===== src/design/dtpb_pkg.sv =====
package dtpb_pkg;

  // register word indices, byte address is index times 4 (printed offsets are indices)
  localparam logic [3:0] IDX_COUNT    = 4'h0;
  localparam logic [3:0] IDX_CTRL1    = 4'h1;
  localparam logic [3:0] IDX_CTRL2    = 4'h2;
  localparam logic [3:0] IDX_DUTY     = 4'h3;
  localparam logic [3:0] IDX_PSCNT    = 4'h4;
  localparam logic [3:0] IDX_BUZZ     = 4'h5;
  localparam logic [3:0] IDX_IRQ_STAT = 4'h6;
  localparam logic [3:0] IDX_IRQ_CLR  = 4'h7;
  localparam logic [3:0] IDX_IRQ_EN   = 4'h8;

  // timer_control_one fields
  localparam int CTRL1_ENABLE   = 0;
  localparam int CTRL1_RELOAD   = 1;
  localparam int CTRL1_ONE_SHOT = 2;
  localparam int CTRL1_POLARITY = 6;
  localparam int CTRL1_PWM_OE   = 7;

  // timer_control_two fields
  localparam int CTRL2_RATE_LSB = 0;
  localparam int CTRL2_PS_DIS_N = 3;
  localparam int CTRL2_EDGE     = 4;
  localparam int CTRL2_SOURCE   = 5;

  // buzzer_control fields
  localparam int BUZZ_FSEL_LSB = 0;
  localparam int BUZZ_ENABLE   = 7;

  // reset values, underflow wrap value and zero compare
  localparam logic [7:0] RST_COUNT = 8'h00;
  localparam logic [7:0] RST_CTRL1 = 8'h00;
  localparam logic [5:0] RST_CTRL2 = 6'h3f;
  localparam logic [7:0] RST_DUTY  = 8'h00;
  localparam logic [7:0] RST_PSCNT = 8'hff;
  localparam logic [7:0] RST_BUZZ  = 8'h0f;
  localparam logic [7:0] CNT_WRAP  = 8'hff;
  localparam logic [7:0] CNT_ZERO  = 8'h00;

  typedef struct packed {
    logic       pwm_oe;
    logic       polarity;
    logic       one_shot;
    logic       reload;
    logic       enable;
  } dtpb_ctrl1_t;

  typedef struct packed {
    logic       source;
    logic       edge_sel;
    logic       ps_dis_n;
    logic [2:0] rate;
  } dtpb_ctrl2_t;

  // shared pin controls
  typedef struct packed {
    logic o;
    logic oe;
  } dtpb_pin_t;

endpackage


===== src/design/dtpb_timer.sv =====
`timescale 1ns/10ps

module dtpb_timer (
  // clock and reset
  input  wire logic                 sys_clk,
  input  wire logic                 sys_rst,
  // apb slave
  input  wire logic                 psel,
  input  wire logic                 penable,
  input  wire logic                 pwrite,
  input  wire logic [11:0]          paddr,
  input  wire logic [31:0]          pwdata,
  input  wire logic [3:0]           pstrb,
  output logic      [31:0]          prdata,
  output logic                      pready,
  output logic                      pslverr,
  // instruction clock enable
  input  wire logic                 inst_tick,
  // shared pin
  input  wire logic                 shared_pin_i,
  output logic                      shared_pin_o,
  output logic                      shared_pin_oe,
  // gpio path when pin not claimed
  input  wire logic                 gpio_o,
  input  wire logic                 gpio_oe,
  // interrupt
  output logic                      irq
);

  ////////////////////////////////////////////////////////////////////////////
  dtpb_pkg::dtpb_ctrl1_t ctrl1_r;
  dtpb_pkg::dtpb_ctrl2_t ctrl2_r;
  logic [7:0]            count_r;
  logic [7:0]            reload_r;
  logic [7:0]            duty_r;
  logic [7:0]            pscnt_r;
  logic [7:0]            buzz_r;
  logic                  pwm_act_r;
  logic                  running_r;
  logic                  pin_d_r;
  logic                  buzz_div_r;
  logic [7:0]            buzz_cnt_r;
  logic                  stat_r;
  logic                  irq_en_r;
  logic                  ps_out_r;

  logic                  wr;
  logic                  rd_ok;
  logic [3:0]            idx;
  logic                  addr_ok;
  logic                  ext_event;
  logic                  src_event;
  logic                  ps_event;
  logic                  cnt_tick;
  logic                  underflow;
  logic [7:0]            ps_mask;
  logic                  pwm_lvl;
  logic                  buzz_lvl;

  assign idx     = paddr[5:2];
  assign addr_ok = (paddr[11:6] == 6'h00) && (paddr[1:0] == 2'h0)
                   && (idx <= dtpb_pkg::IDX_IRQ_EN);
  assign wr      = psel && penable && pwrite && addr_ok && pstrb[0];
  assign rd_ok   = psel && penable && !pwrite && addr_ok;
  assign pready  = 1'b1;
  assign pslverr = psel && penable && !addr_ok;

  ////////////////////////////////////////////////////////////////////////////
  // clock source and edge
  // pin level held one cycle back to find edges; pin is taken as synchronous
  always_ff @(posedge sys_clk) begin
    if (sys_rst) begin
      // idle level of the pulled-up pin, so no false edge after reset
      pin_d_r <= 1'b1;
    end else begin
      pin_d_r <= shared_pin_i;
    end
  end

  always_comb begin
    if (ctrl2_r.edge_sel) begin
      ext_event = pin_d_r && !shared_pin_i;
    end else begin
      ext_event = !pin_d_r && shared_pin_i;
    end
  end

  assign src_event = ctrl2_r.source ? ext_event : inst_tick;

  ////////////////////////////////////////////////////////////////////////////
  // prescaler: free-running down counter, one tap per rate code
  // shift amount widened so code 7 does not wrap to a zero shift
  assign ps_mask = 8'(({1'b0, 8'h01} << ({1'b0, ctrl2_r.rate} + 4'd1))
                   - 9'd1);
  assign ps_event = src_event
                    && ((pscnt_r & ps_mask) == dtpb_pkg::CNT_ZERO);

  always_ff @(posedge sys_clk) begin
    if (sys_rst) begin
      pscnt_r  <= dtpb_pkg::RST_PSCNT;
      ps_out_r <= 1'b0;
    end else if (ctrl2_r.ps_dis_n) begin
      pscnt_r <= dtpb_pkg::RST_PSCNT;
    end else if (src_event) begin
      pscnt_r <= pscnt_r - 8'h01;
      if (ps_event) begin
        ps_out_r <= !ps_out_r;
      end
    end
  end

  assign cnt_tick  = running_r && ctrl1_r.enable
                     && (ctrl2_r.ps_dis_n ? src_event : ps_event);
  assign underflow = cnt_tick && (count_r == dtpb_pkg::CNT_ZERO);

  ////////////////////////////////////////////////////////////////////////////
  // registers and counter
  always_ff @(posedge sys_clk) begin
    if (sys_rst) begin
      ctrl1_r  <= dtpb_pkg::dtpb_ctrl1_t'(5'h00);
      ctrl2_r  <= dtpb_pkg::dtpb_ctrl2_t'(dtpb_pkg::RST_CTRL2);
      duty_r   <= dtpb_pkg::RST_DUTY;
      buzz_r   <= dtpb_pkg::RST_BUZZ;
      irq_en_r <= 1'b0;
    end else if (wr) begin
      unique case (idx)
        dtpb_pkg::IDX_CTRL1: begin
          ctrl1_r.enable   <= pwdata[dtpb_pkg::CTRL1_ENABLE];
          ctrl1_r.reload   <= pwdata[dtpb_pkg::CTRL1_RELOAD];
          ctrl1_r.one_shot <= pwdata[dtpb_pkg::CTRL1_ONE_SHOT];
          ctrl1_r.polarity <= pwdata[dtpb_pkg::CTRL1_POLARITY];
          ctrl1_r.pwm_oe   <= pwdata[dtpb_pkg::CTRL1_PWM_OE];
        end
        dtpb_pkg::IDX_CTRL2: begin
          ctrl2_r.rate     <= pwdata[dtpb_pkg::CTRL2_RATE_LSB +: 3];
          ctrl2_r.ps_dis_n <= pwdata[dtpb_pkg::CTRL2_PS_DIS_N];
          ctrl2_r.edge_sel <= pwdata[dtpb_pkg::CTRL2_EDGE];
          ctrl2_r.source   <= pwdata[dtpb_pkg::CTRL2_SOURCE];
        end
        dtpb_pkg::IDX_DUTY:   duty_r   <= pwdata[7:0];
        dtpb_pkg::IDX_BUZZ:   buzz_r   <= pwdata[7:0];
        dtpb_pkg::IDX_IRQ_EN: irq_en_r <= pwdata[0];
        default: ;
      endcase
    end
  end

  always_ff @(posedge sys_clk) begin
    if (sys_rst) begin
      count_r   <= dtpb_pkg::RST_COUNT;
      reload_r  <= dtpb_pkg::RST_COUNT;
      running_r <= 1'b1;
    end else if (wr && idx == dtpb_pkg::IDX_COUNT) begin
      count_r   <= pwdata[7:0];
      reload_r  <= pwdata[7:0];
      running_r <= 1'b1;
    end else if (wr && idx == dtpb_pkg::IDX_CTRL1
                 && pwdata[dtpb_pkg::CTRL1_ENABLE] && !ctrl1_r.enable) begin
      running_r <= 1'b1; // re-arm a finished one-shot on enable
    end else if (underflow) begin
      if (ctrl1_r.one_shot) begin
        running_r <= 1'b0;
      end else if (ctrl1_r.reload) begin
        count_r <= reload_r;
      end else begin
        count_r <= dtpb_pkg::CNT_WRAP;
      end
    end else if (cnt_tick) begin
      count_r <= count_r - 8'h01;
    end
  end

  ////////////////////////////////////////////////////////////////////////////
  // pwm
  always_ff @(posedge sys_clk) begin
    if (sys_rst) begin
      pwm_act_r <= 1'b0;
    end else if (!ctrl1_r.enable || underflow) begin
      pwm_act_r <= 1'b0;
    end else if (running_r && count_r == duty_r) begin
      pwm_act_r <= 1'b1;
    end
  end

  assign pwm_lvl = pwm_act_r ^ ctrl1_r.polarity;

  ////////////////////////////////////////////////////////////////////////////
  // buzzer: tap by code either a further divide of prescaler output or, with code bit 3, the timer count
  always_ff @(posedge sys_clk) begin
    if (sys_rst) begin
      buzz_cnt_r <= 8'h00;
    end else if (ps_event && !ctrl2_r.ps_dis_n) begin
      buzz_cnt_r <= buzz_cnt_r + 8'h01;
    end
  end

  always_comb begin
    if (buzz_r[3]) begin
      buzz_lvl = count_r[buzz_r[2:0]];
    end else begin
      buzz_lvl = buzz_cnt_r[buzz_r[2:0]];
    end
  end

  // limitation: pwm has priority when both drive enables are set
  always_ff @(posedge sys_clk) begin
    if (sys_rst) begin
      shared_pin_o  <= 1'b0;
      shared_pin_oe <= 1'b0;
      buzz_div_r    <= 1'b0;
    end else begin
      buzz_div_r <= buzz_lvl;
      if (ctrl2_r.source) begin
        shared_pin_o  <= 1'b0;
        shared_pin_oe <= 1'b0;
      end else if (ctrl1_r.pwm_oe) begin
        shared_pin_o  <= pwm_lvl;
        shared_pin_oe <= 1'b1;
      end else if (buzz_r[dtpb_pkg::BUZZ_ENABLE]) begin
        shared_pin_o  <= buzz_lvl;
        shared_pin_oe <= 1'b1;
      end else begin
        shared_pin_o  <= gpio_o;
        shared_pin_oe <= gpio_oe;
      end
    end
  end

  ////////////////////////////////////////////////////////////////////////////
  // interrupt; set wins over clear
  always_ff @(posedge sys_clk) begin
    if (sys_rst) begin
      stat_r <= 1'b0;
    end else if (underflow) begin
      stat_r <= 1'b1;
    end else if (wr && idx == dtpb_pkg::IDX_IRQ_CLR && pwdata[0]) begin
      stat_r <= 1'b0;
    end
  end

  assign irq = stat_r && irq_en_r;

  ////////////////////////////////////////////////////////////////////////////
  // read data
  always_ff @(posedge sys_clk) begin
    if (sys_rst) begin
      prdata <= 32'h0000_0000;
    end else if (psel && !penable) begin
      prdata <= 32'h0000_0000;
      // unmapped addresses fall to the default and read as zero
      unique case (addr_ok ? idx : 4'hf)
        dtpb_pkg::IDX_COUNT:    prdata[7:0] <= count_r;
        dtpb_pkg::IDX_CTRL1:    prdata[2:0] <= {ctrl1_r.one_shot,
                                                ctrl1_r.reload,
                                                ctrl1_r.enable};
        dtpb_pkg::IDX_CTRL2:    prdata[5:0] <= ctrl2_r;
        dtpb_pkg::IDX_PSCNT:    prdata[7:0] <= pscnt_r;
        dtpb_pkg::IDX_IRQ_STAT: prdata[0]   <= stat_r;
        dtpb_pkg::IDX_IRQ_EN:   prdata[0]   <= irq_en_r;
        default:                prdata      <= 32'h0000_0000;
      endcase
    end
  end

endmodule


===== config.mk =====
export PLATFORM = sky130hd
export DESIGN_NAME = dtpb_timer
export DESIGN_NICKNAME = d
export VERILOG_FILES = /design/src/design/dtpb_pkg.sv /design/src/design/dtpb_timer.sv
export SDC_FILE = /design/constraint.sdc
export NUM_CORES = 1
export LEC_CHECK = 0
export BUFFER_PORTS_ARGS = -buffer_cell sky130_fd_sc_hd__buf_2
export CORE_AREA = 2 2 81 99
export DETAILED_ROUTE_END_ITERATION = 7
export DIE_AREA = 0 0 83 101
export HOLD_SLACK_MARGIN = 0.08
export MAX_ROUTING_LAYER = met4
export PLACE_DENSITY = 0.79
export SYNTH_ARGS = -nofsm -noshare
export SYNTH_HDL_FRONTEND = slang
export SYNTH_SLANG_ARGS = --single-unit

===== constraint.sdc =====
create_clock -name sys_clk -period 2.9 [get_ports sys_clk]
set_input_delay 0.58 -clock sys_clk [delete_from_list [all_inputs] [get_ports sys_clk]]
set_output_delay 0.58 -clock sys_clk [all_outputs]
set_load 0.03 [all_outputs]

# Word level (Yosys, flattened, before mapping)

Index checks and enable logic that the tools add are counted.

ROM bits: 0
Memories: 0
Flip-flop bits (word level): 74
Output and inout bits: 37
Latch bits: 0
RAM bits: 0

Muxes and demuxes: 25
Multiply operators: 0
Eq/ne operators: 14
Add/subtract/negate cells: 5
Reduce and logical (&&, ||, !) cells: 49
Divide/modulo/power cells: 0
Shift-type cells: 1
Bitwise gates (word level): 2
Magnitude comparators: 2

Operators by type and width:

| kind                  | number |
|---|---|
| $mux W8               | 6 |
| $sub A8 B1 Y8 const B | 3 |
| $logic_and A1 B1 Y1   | 23 |
| $eq A4 B3 Y1 const B  | 4 |
| $logic_not A8 Y1      | 2 |
| $eq A4 B2 Y1 const B  | 3 |
| $mux W1               | 12 |
| $reduce_and A2 Y1     | 6 |
| $pmux W3 S3           | 1 |
| $add A8 B1 Y8 const B | 1 |
| $and A8 B8 Y8         | 1 |
| $eq A4 B1 Y1 const B  | 2 |
| $eq A4 B4 Y1 const B  | 2 |
| $eq A8 B8 Y1          | 1 |
| $logic_not A4 Y1      | 2 |
| $pmux W2 S4           | 1 |
| $shl A1 B4 Y8 const A | 1 |
| $bmux W1 S3           | 2 |
| $logic_not A1 Y1      | 6 |
| $logic_not A6 Y1      | 1 |
| $pmux W1 S6           | 1 |
| $reduce_or A2 Y1      | 3 |
| $add A3 B1 Y4 const B | 1 |
| $le A4 B4 Y1 const B  | 1 |
| 12 further kinds      | 12 |

# Logic depth before layout (Yosys ltp)

Depth after elaboration: 12
Depth in mapped cells: 11

# Worst setup path after synthesis

No wires, ideal clock.

Path kind: register to register
Start point: register ctrl2_r[1] (netlist name)
End point: register count_r[1]
Stages on the path, launching flop included: 11
Clock period less this slack: 2.547 ns
Arrival: 2.470 ns
Path buffers: 1
Required time: 2.823 ns
Setup slack: 0.353 ns
Cells stage by stage: dfxtp_1 > buf_6 > and2_1 > ha_1 > nand2b_4 > a32o_1 > o21a_1 > o31a_1 > nor4_4 > mux2_2 > o21ai_0

Word-level cells in the longest chain between the ends: 12
Elaborated cells on any way between the ends: 15

RTL lines:

| element                  | RTL line          | RTL |
|---|---|---|
| start: declaration       | dtpb_timer.sv:32  | `dtpb_pkg::dtpb_ctrl2_t ctrl2_r;` |
| start signal: assignment | dtpb_timer.sv:121 | `ctrl2_r <= dtpb_pkg::dtpb_ctrl2_t'(dtpb_pkg::RST_CTRL2);` |
| $add A3 B1 Y4 (*)        | dtpb_timer.sv:93  | `assign ps_mask = 8'(({1'b0, 8'h01} << ({1'b0, ctrl2_r.rate} + 4'd1))` |
| $shl A1 B4 Y8 (*)        | dtpb_timer.sv:93  |  |
| $sub A8 B1 Y8 (*)        | dtpb_timer.sv:94  | `- 9'd1);` |
| $and A8 B8 Y8 (*)        | dtpb_timer.sv:96  | `&& ((pscnt_r & ps_mask) == dtpb_pkg::CNT_ZERO);` |
| $logic_not A8 Y1 (*)     | dtpb_timer.sv:96  |  |
| $logic_and A1 B1 Y1 (*)  | dtpb_timer.sv:96  |  |
| $mux W1 (*)              | dtpb_timer.sv:113 | `&& (ctrl2_r.ps_dis_n ? src_event : ps_event);` |
| $logic_and A1 B1 Y1 (*)  | dtpb_timer.sv:113 |  |
| $logic_and A1 B1 Y1      | dtpb_timer.sv:114 | `assign underflow = cnt_tick && (count_r == dtpb_pkg::CNT_ZERO);` |
| $mux W8                  | dtpb_timer.sv:160 | `end else if (underflow) begin` |
| $mux W8                  | dtpb_timer.sv:157 | `end else if (wr && idx == dtpb_pkg::IDX_CTRL1` |
| $mux W8                  | dtpb_timer.sv:153 | `end else if (wr && idx == dtpb_pkg::IDX_COUNT) begin` |
| end signal: assignment   | dtpb_timer.sv:154 | `count_r <= pwdata[7:0];` |
| end signal: assignment   | dtpb_timer.sv:164 | `count_r <= reload_r;` |
| end signal: assignment   | dtpb_timer.sv:166 | `count_r <= dtpb_pkg::CNT_WRAP;` |
| end: declaration         | dtpb_timer.sv:33  | `logic [7:0] count_r;` |

Every way passes the cells marked *; elsewhere a longest branch is shown, timed or not. The select of a mux whose other input is x is not followed.
A chain may end at the register's enable or synchronous reset.

# Worst setup path in the final report

Start point: register ctrl2_r[2] (netlist name)
End point: register count_r[2]

Same word-level chain as after synthesis.

==> reports/results.ini <==
[run_status]
status=completed

[timing]
rsz0062_at_grt=false
finalSetupViolCount=0
finClkSkew_ns=0.00795
relSlewSlack_pct=30.1
fin_crit_ns=2.73
finalCritPeriodShare_pct=94.1
hold_viol_final=0
fin_ws_ns=0.170
finalMaxSlewViolations=0
hold-worst-slack_ns=0.431
tns_ns=0
worst_pin_slew_ns=1.05
fmax_ghz=0.366

[critical_path]
regToRegSetupSlack_ns=0.17
crit_end=count_r[2]
worstPathArrival_ns=2.99
reg2regPathDepth=8
crit-reg2reg-launch=ctrl2_r[2]
startpoint=ctrl2_r[2]
start_kind=flip-flop
r2r_end=count_r[2]
required_ns=3.16
cp_max_fo=8
critical_path_class=reg2reg
endpoint_kind=flip-flop

[synth]
synth.yosys.seq_area_share_pct=36.2
syn_inst=456
synth_top_area_cell=dfxtp_1
ys_async_sr_fraction_pct=0
synthTopCellsByArea=dfxtp_1, nor2_1, buf_4, mux2i_1, xnor2_1
synth_edf_count=0
synth_flop_cell=dfxtp_1
netlist_area_sq_um=3920
synth_top_area_share_pct=36.2
ys_types=65
ys_ff_latch=71
syn_avg_cell_area_sq_um=8.60
ys_warn_count=0

[floorplanning]
dieArea_sq_um=8380
core_sq_um=7490
ios=94
core.rowCount=35
die_y_microns=101
initial_core_util_pct=52.4
die_w_microns=83

[finish]
syn2layout_area_growth_pct=10.9
insertedDiodeCount=0
final_cell_area_sq_um=4350
final_core_util_pct=58.1
ff_latch_area_sq_um=1420
multi_input_area_sq_um=2230
nets=561
fin_cells=595
final.fill_count=656
drive_gt1_share_pct=17.5

[clocking]
clk_latency_ns=0.36
cts_max_path_buffers=2
htreeDepth=3
cts_root_buf=clkbuf_8
cts_buffers=9
ctsHoldBuffers=0
cts_tree=done
path_clk_slew_ns=0.07
clkSinkCount=71

[place]
port_buffers=41
dp_hpwl_mm=6.80
place_inst=579
gp_congestion=0.881
placed_area_sq_um=4140
post-place-ws_ns=0.106

[grt]
grt_pass1_vias=3279
grt_use_total_pct=24.0
antenna_found_initial=0
grt_pass1_wl_mm=15.8
grt_max_degree=33
grt_overflow=0

[pwr]
power.leakage_nw=1.86
vdd_drop_max_mv=0.312
power.total_mw=1.91
power_density_nw_per_um2=440

[hold_path]
hold_class=in2reg

[detailed_routing]
avgViaCountPerCell=5.76
drt-met1-wl_mm=3.84
drc=0
drt-initial-drc-count=167
wl_met2_mm=4.81
routed-wl-met3_microns=499
vias=3427
drt-pass1-iter-count=5
maxUsedRoutingLayer=met4
wl_per_cell_microns=15.8
ant_nets=0
totalWireLength_mm=9.39

[job]
cap_violations=0

sequential cells by signal (all words and copies together) (netlist names):
| register | count |
|---|---|
| ctrl1_r | 5 |
| pin_d_r | 1 |
| pwm_act_r | 1 |
| pscnt_r | 8 |
| buzz_cnt_r | 8 |
| shared_pin_o | 1 |
| stat_r | 1 |
| count_r | 8 |
| prdata | 8 |
| buzz_r | 5 |
| duty_r | 8 |
| shared_pin_oe | 1 |
| reload_r | 8 |
| ctrl2_r | 6 |
| running_r | 1 |
| irq_en_r | 1 |
cell usage after synthesis (5+ instances only):
cell / number
a211o_1: 9
a21oi_1: 21
a22oi_1: 12
and3b_1: 6
buf_4: 25
clkbuf_1: 16
dfxtp_1: 71
ha_1: 5
inv_1: 17
mux2i_1: 17
mux4_2: 5
nand2_1: 32
nand3_1: 9
nand4_1: 7
nor2_1: 70
nor2b_1: 7
nor3_1: 13
nor4_1: 5
o21ai_0: 5
o31ai_1: 6
or3_1: 6
xnor2_1: 16
xor2_1: 13
per-layer routing:
layer,up-vias,global-route usage [%]
li1,1646,-
met1,1622,28.0
met2,136,40.8
met3,23,2.13
met4,0,13.7
met5,-,-
area by class of cell:
type,count,share of cell area [%]
inverter,17,1.47
timing repair buffer,56,7.31
clock buffer,10,3.17
tap,92,2.65
clock inverter,5,1.35
multi-input combinational,344,51.4
sequential,71,32.7
worst min path at each step:
stage,from,to,depth (start not counted)
2_1_floorplan,reload_r[0],reload_r[0],2
3_3_place_gp,reload_r[6],reload_r[6],2
3_5_place_dp,reload_r[6],reload_r[6],2
4_1_cts,shared_pin_i,pin_d_r,2
5_1_grt,shared_pin_i,pin_d_r,2
6_report,shared_pin_i,pin_d_r,2
kinds of logic (layout without fill, tap and decap cells):
group	Yosys count	after routing	synth area share, %
multiplexers	23	23	7.50
AO/OA/AOI/OAI	82	82	14.9
XOR/XNOR	29	29	6.48
flip-flops	71	71	36.2
adder cells (fa/ha/maj)	6	6	1.85
AND/OR/NAND/NOR	179	179	23.7
other	2	25	0.192
buffers and inverters	64	88	9.13
critical path, cell delays in order, from the launching register on:
cell	delay, ns
dfxtp_1	0.48
ha_1	0.30
and2b_1	0.22
nor3_1	0.13
o21a_1	0.23
a2111oi_2	0.11
o32ai_1	0.86
a22oi_1	0.18
o31ai_1	0.14
layout by cell type (no fill, tap or decap), types with 6 or more instances in the layout:
cell type and instances:
dfxtp_1 71, nor2_1 70, buf_2 41, nand2_1 32, conb_1 25, a21oi_1 21, inv_1 17, mux2i_1 17
xnor2_1 16, buf_4 15, nor3_1 13, xor2_1 13, a22oi_1 12, clkbuf_8 10, nand3_1 9, a211o_1 9
nor2b_1 7, nand4_1 7, or3_1 6, and3b_1 6, o31ai_1 6
power by group:
part	leakage (nW)	internal, mW	total [mW]	switching [mW]
sequential	0.573	0.977	0.979	0.00154
combinational	1.20	0.0329	0.140	0.107
clock	0.0944	0.415	0.794	0.379
what timing repair did:
item                                    4_1_cts  5_1_grt
gates resized for setup                       0        1
hold endpoints to repair                      0        0
buffers inserted                              0        1
endpoints found under the setup margin        0        8
Power figures use the tool's default switching activity.
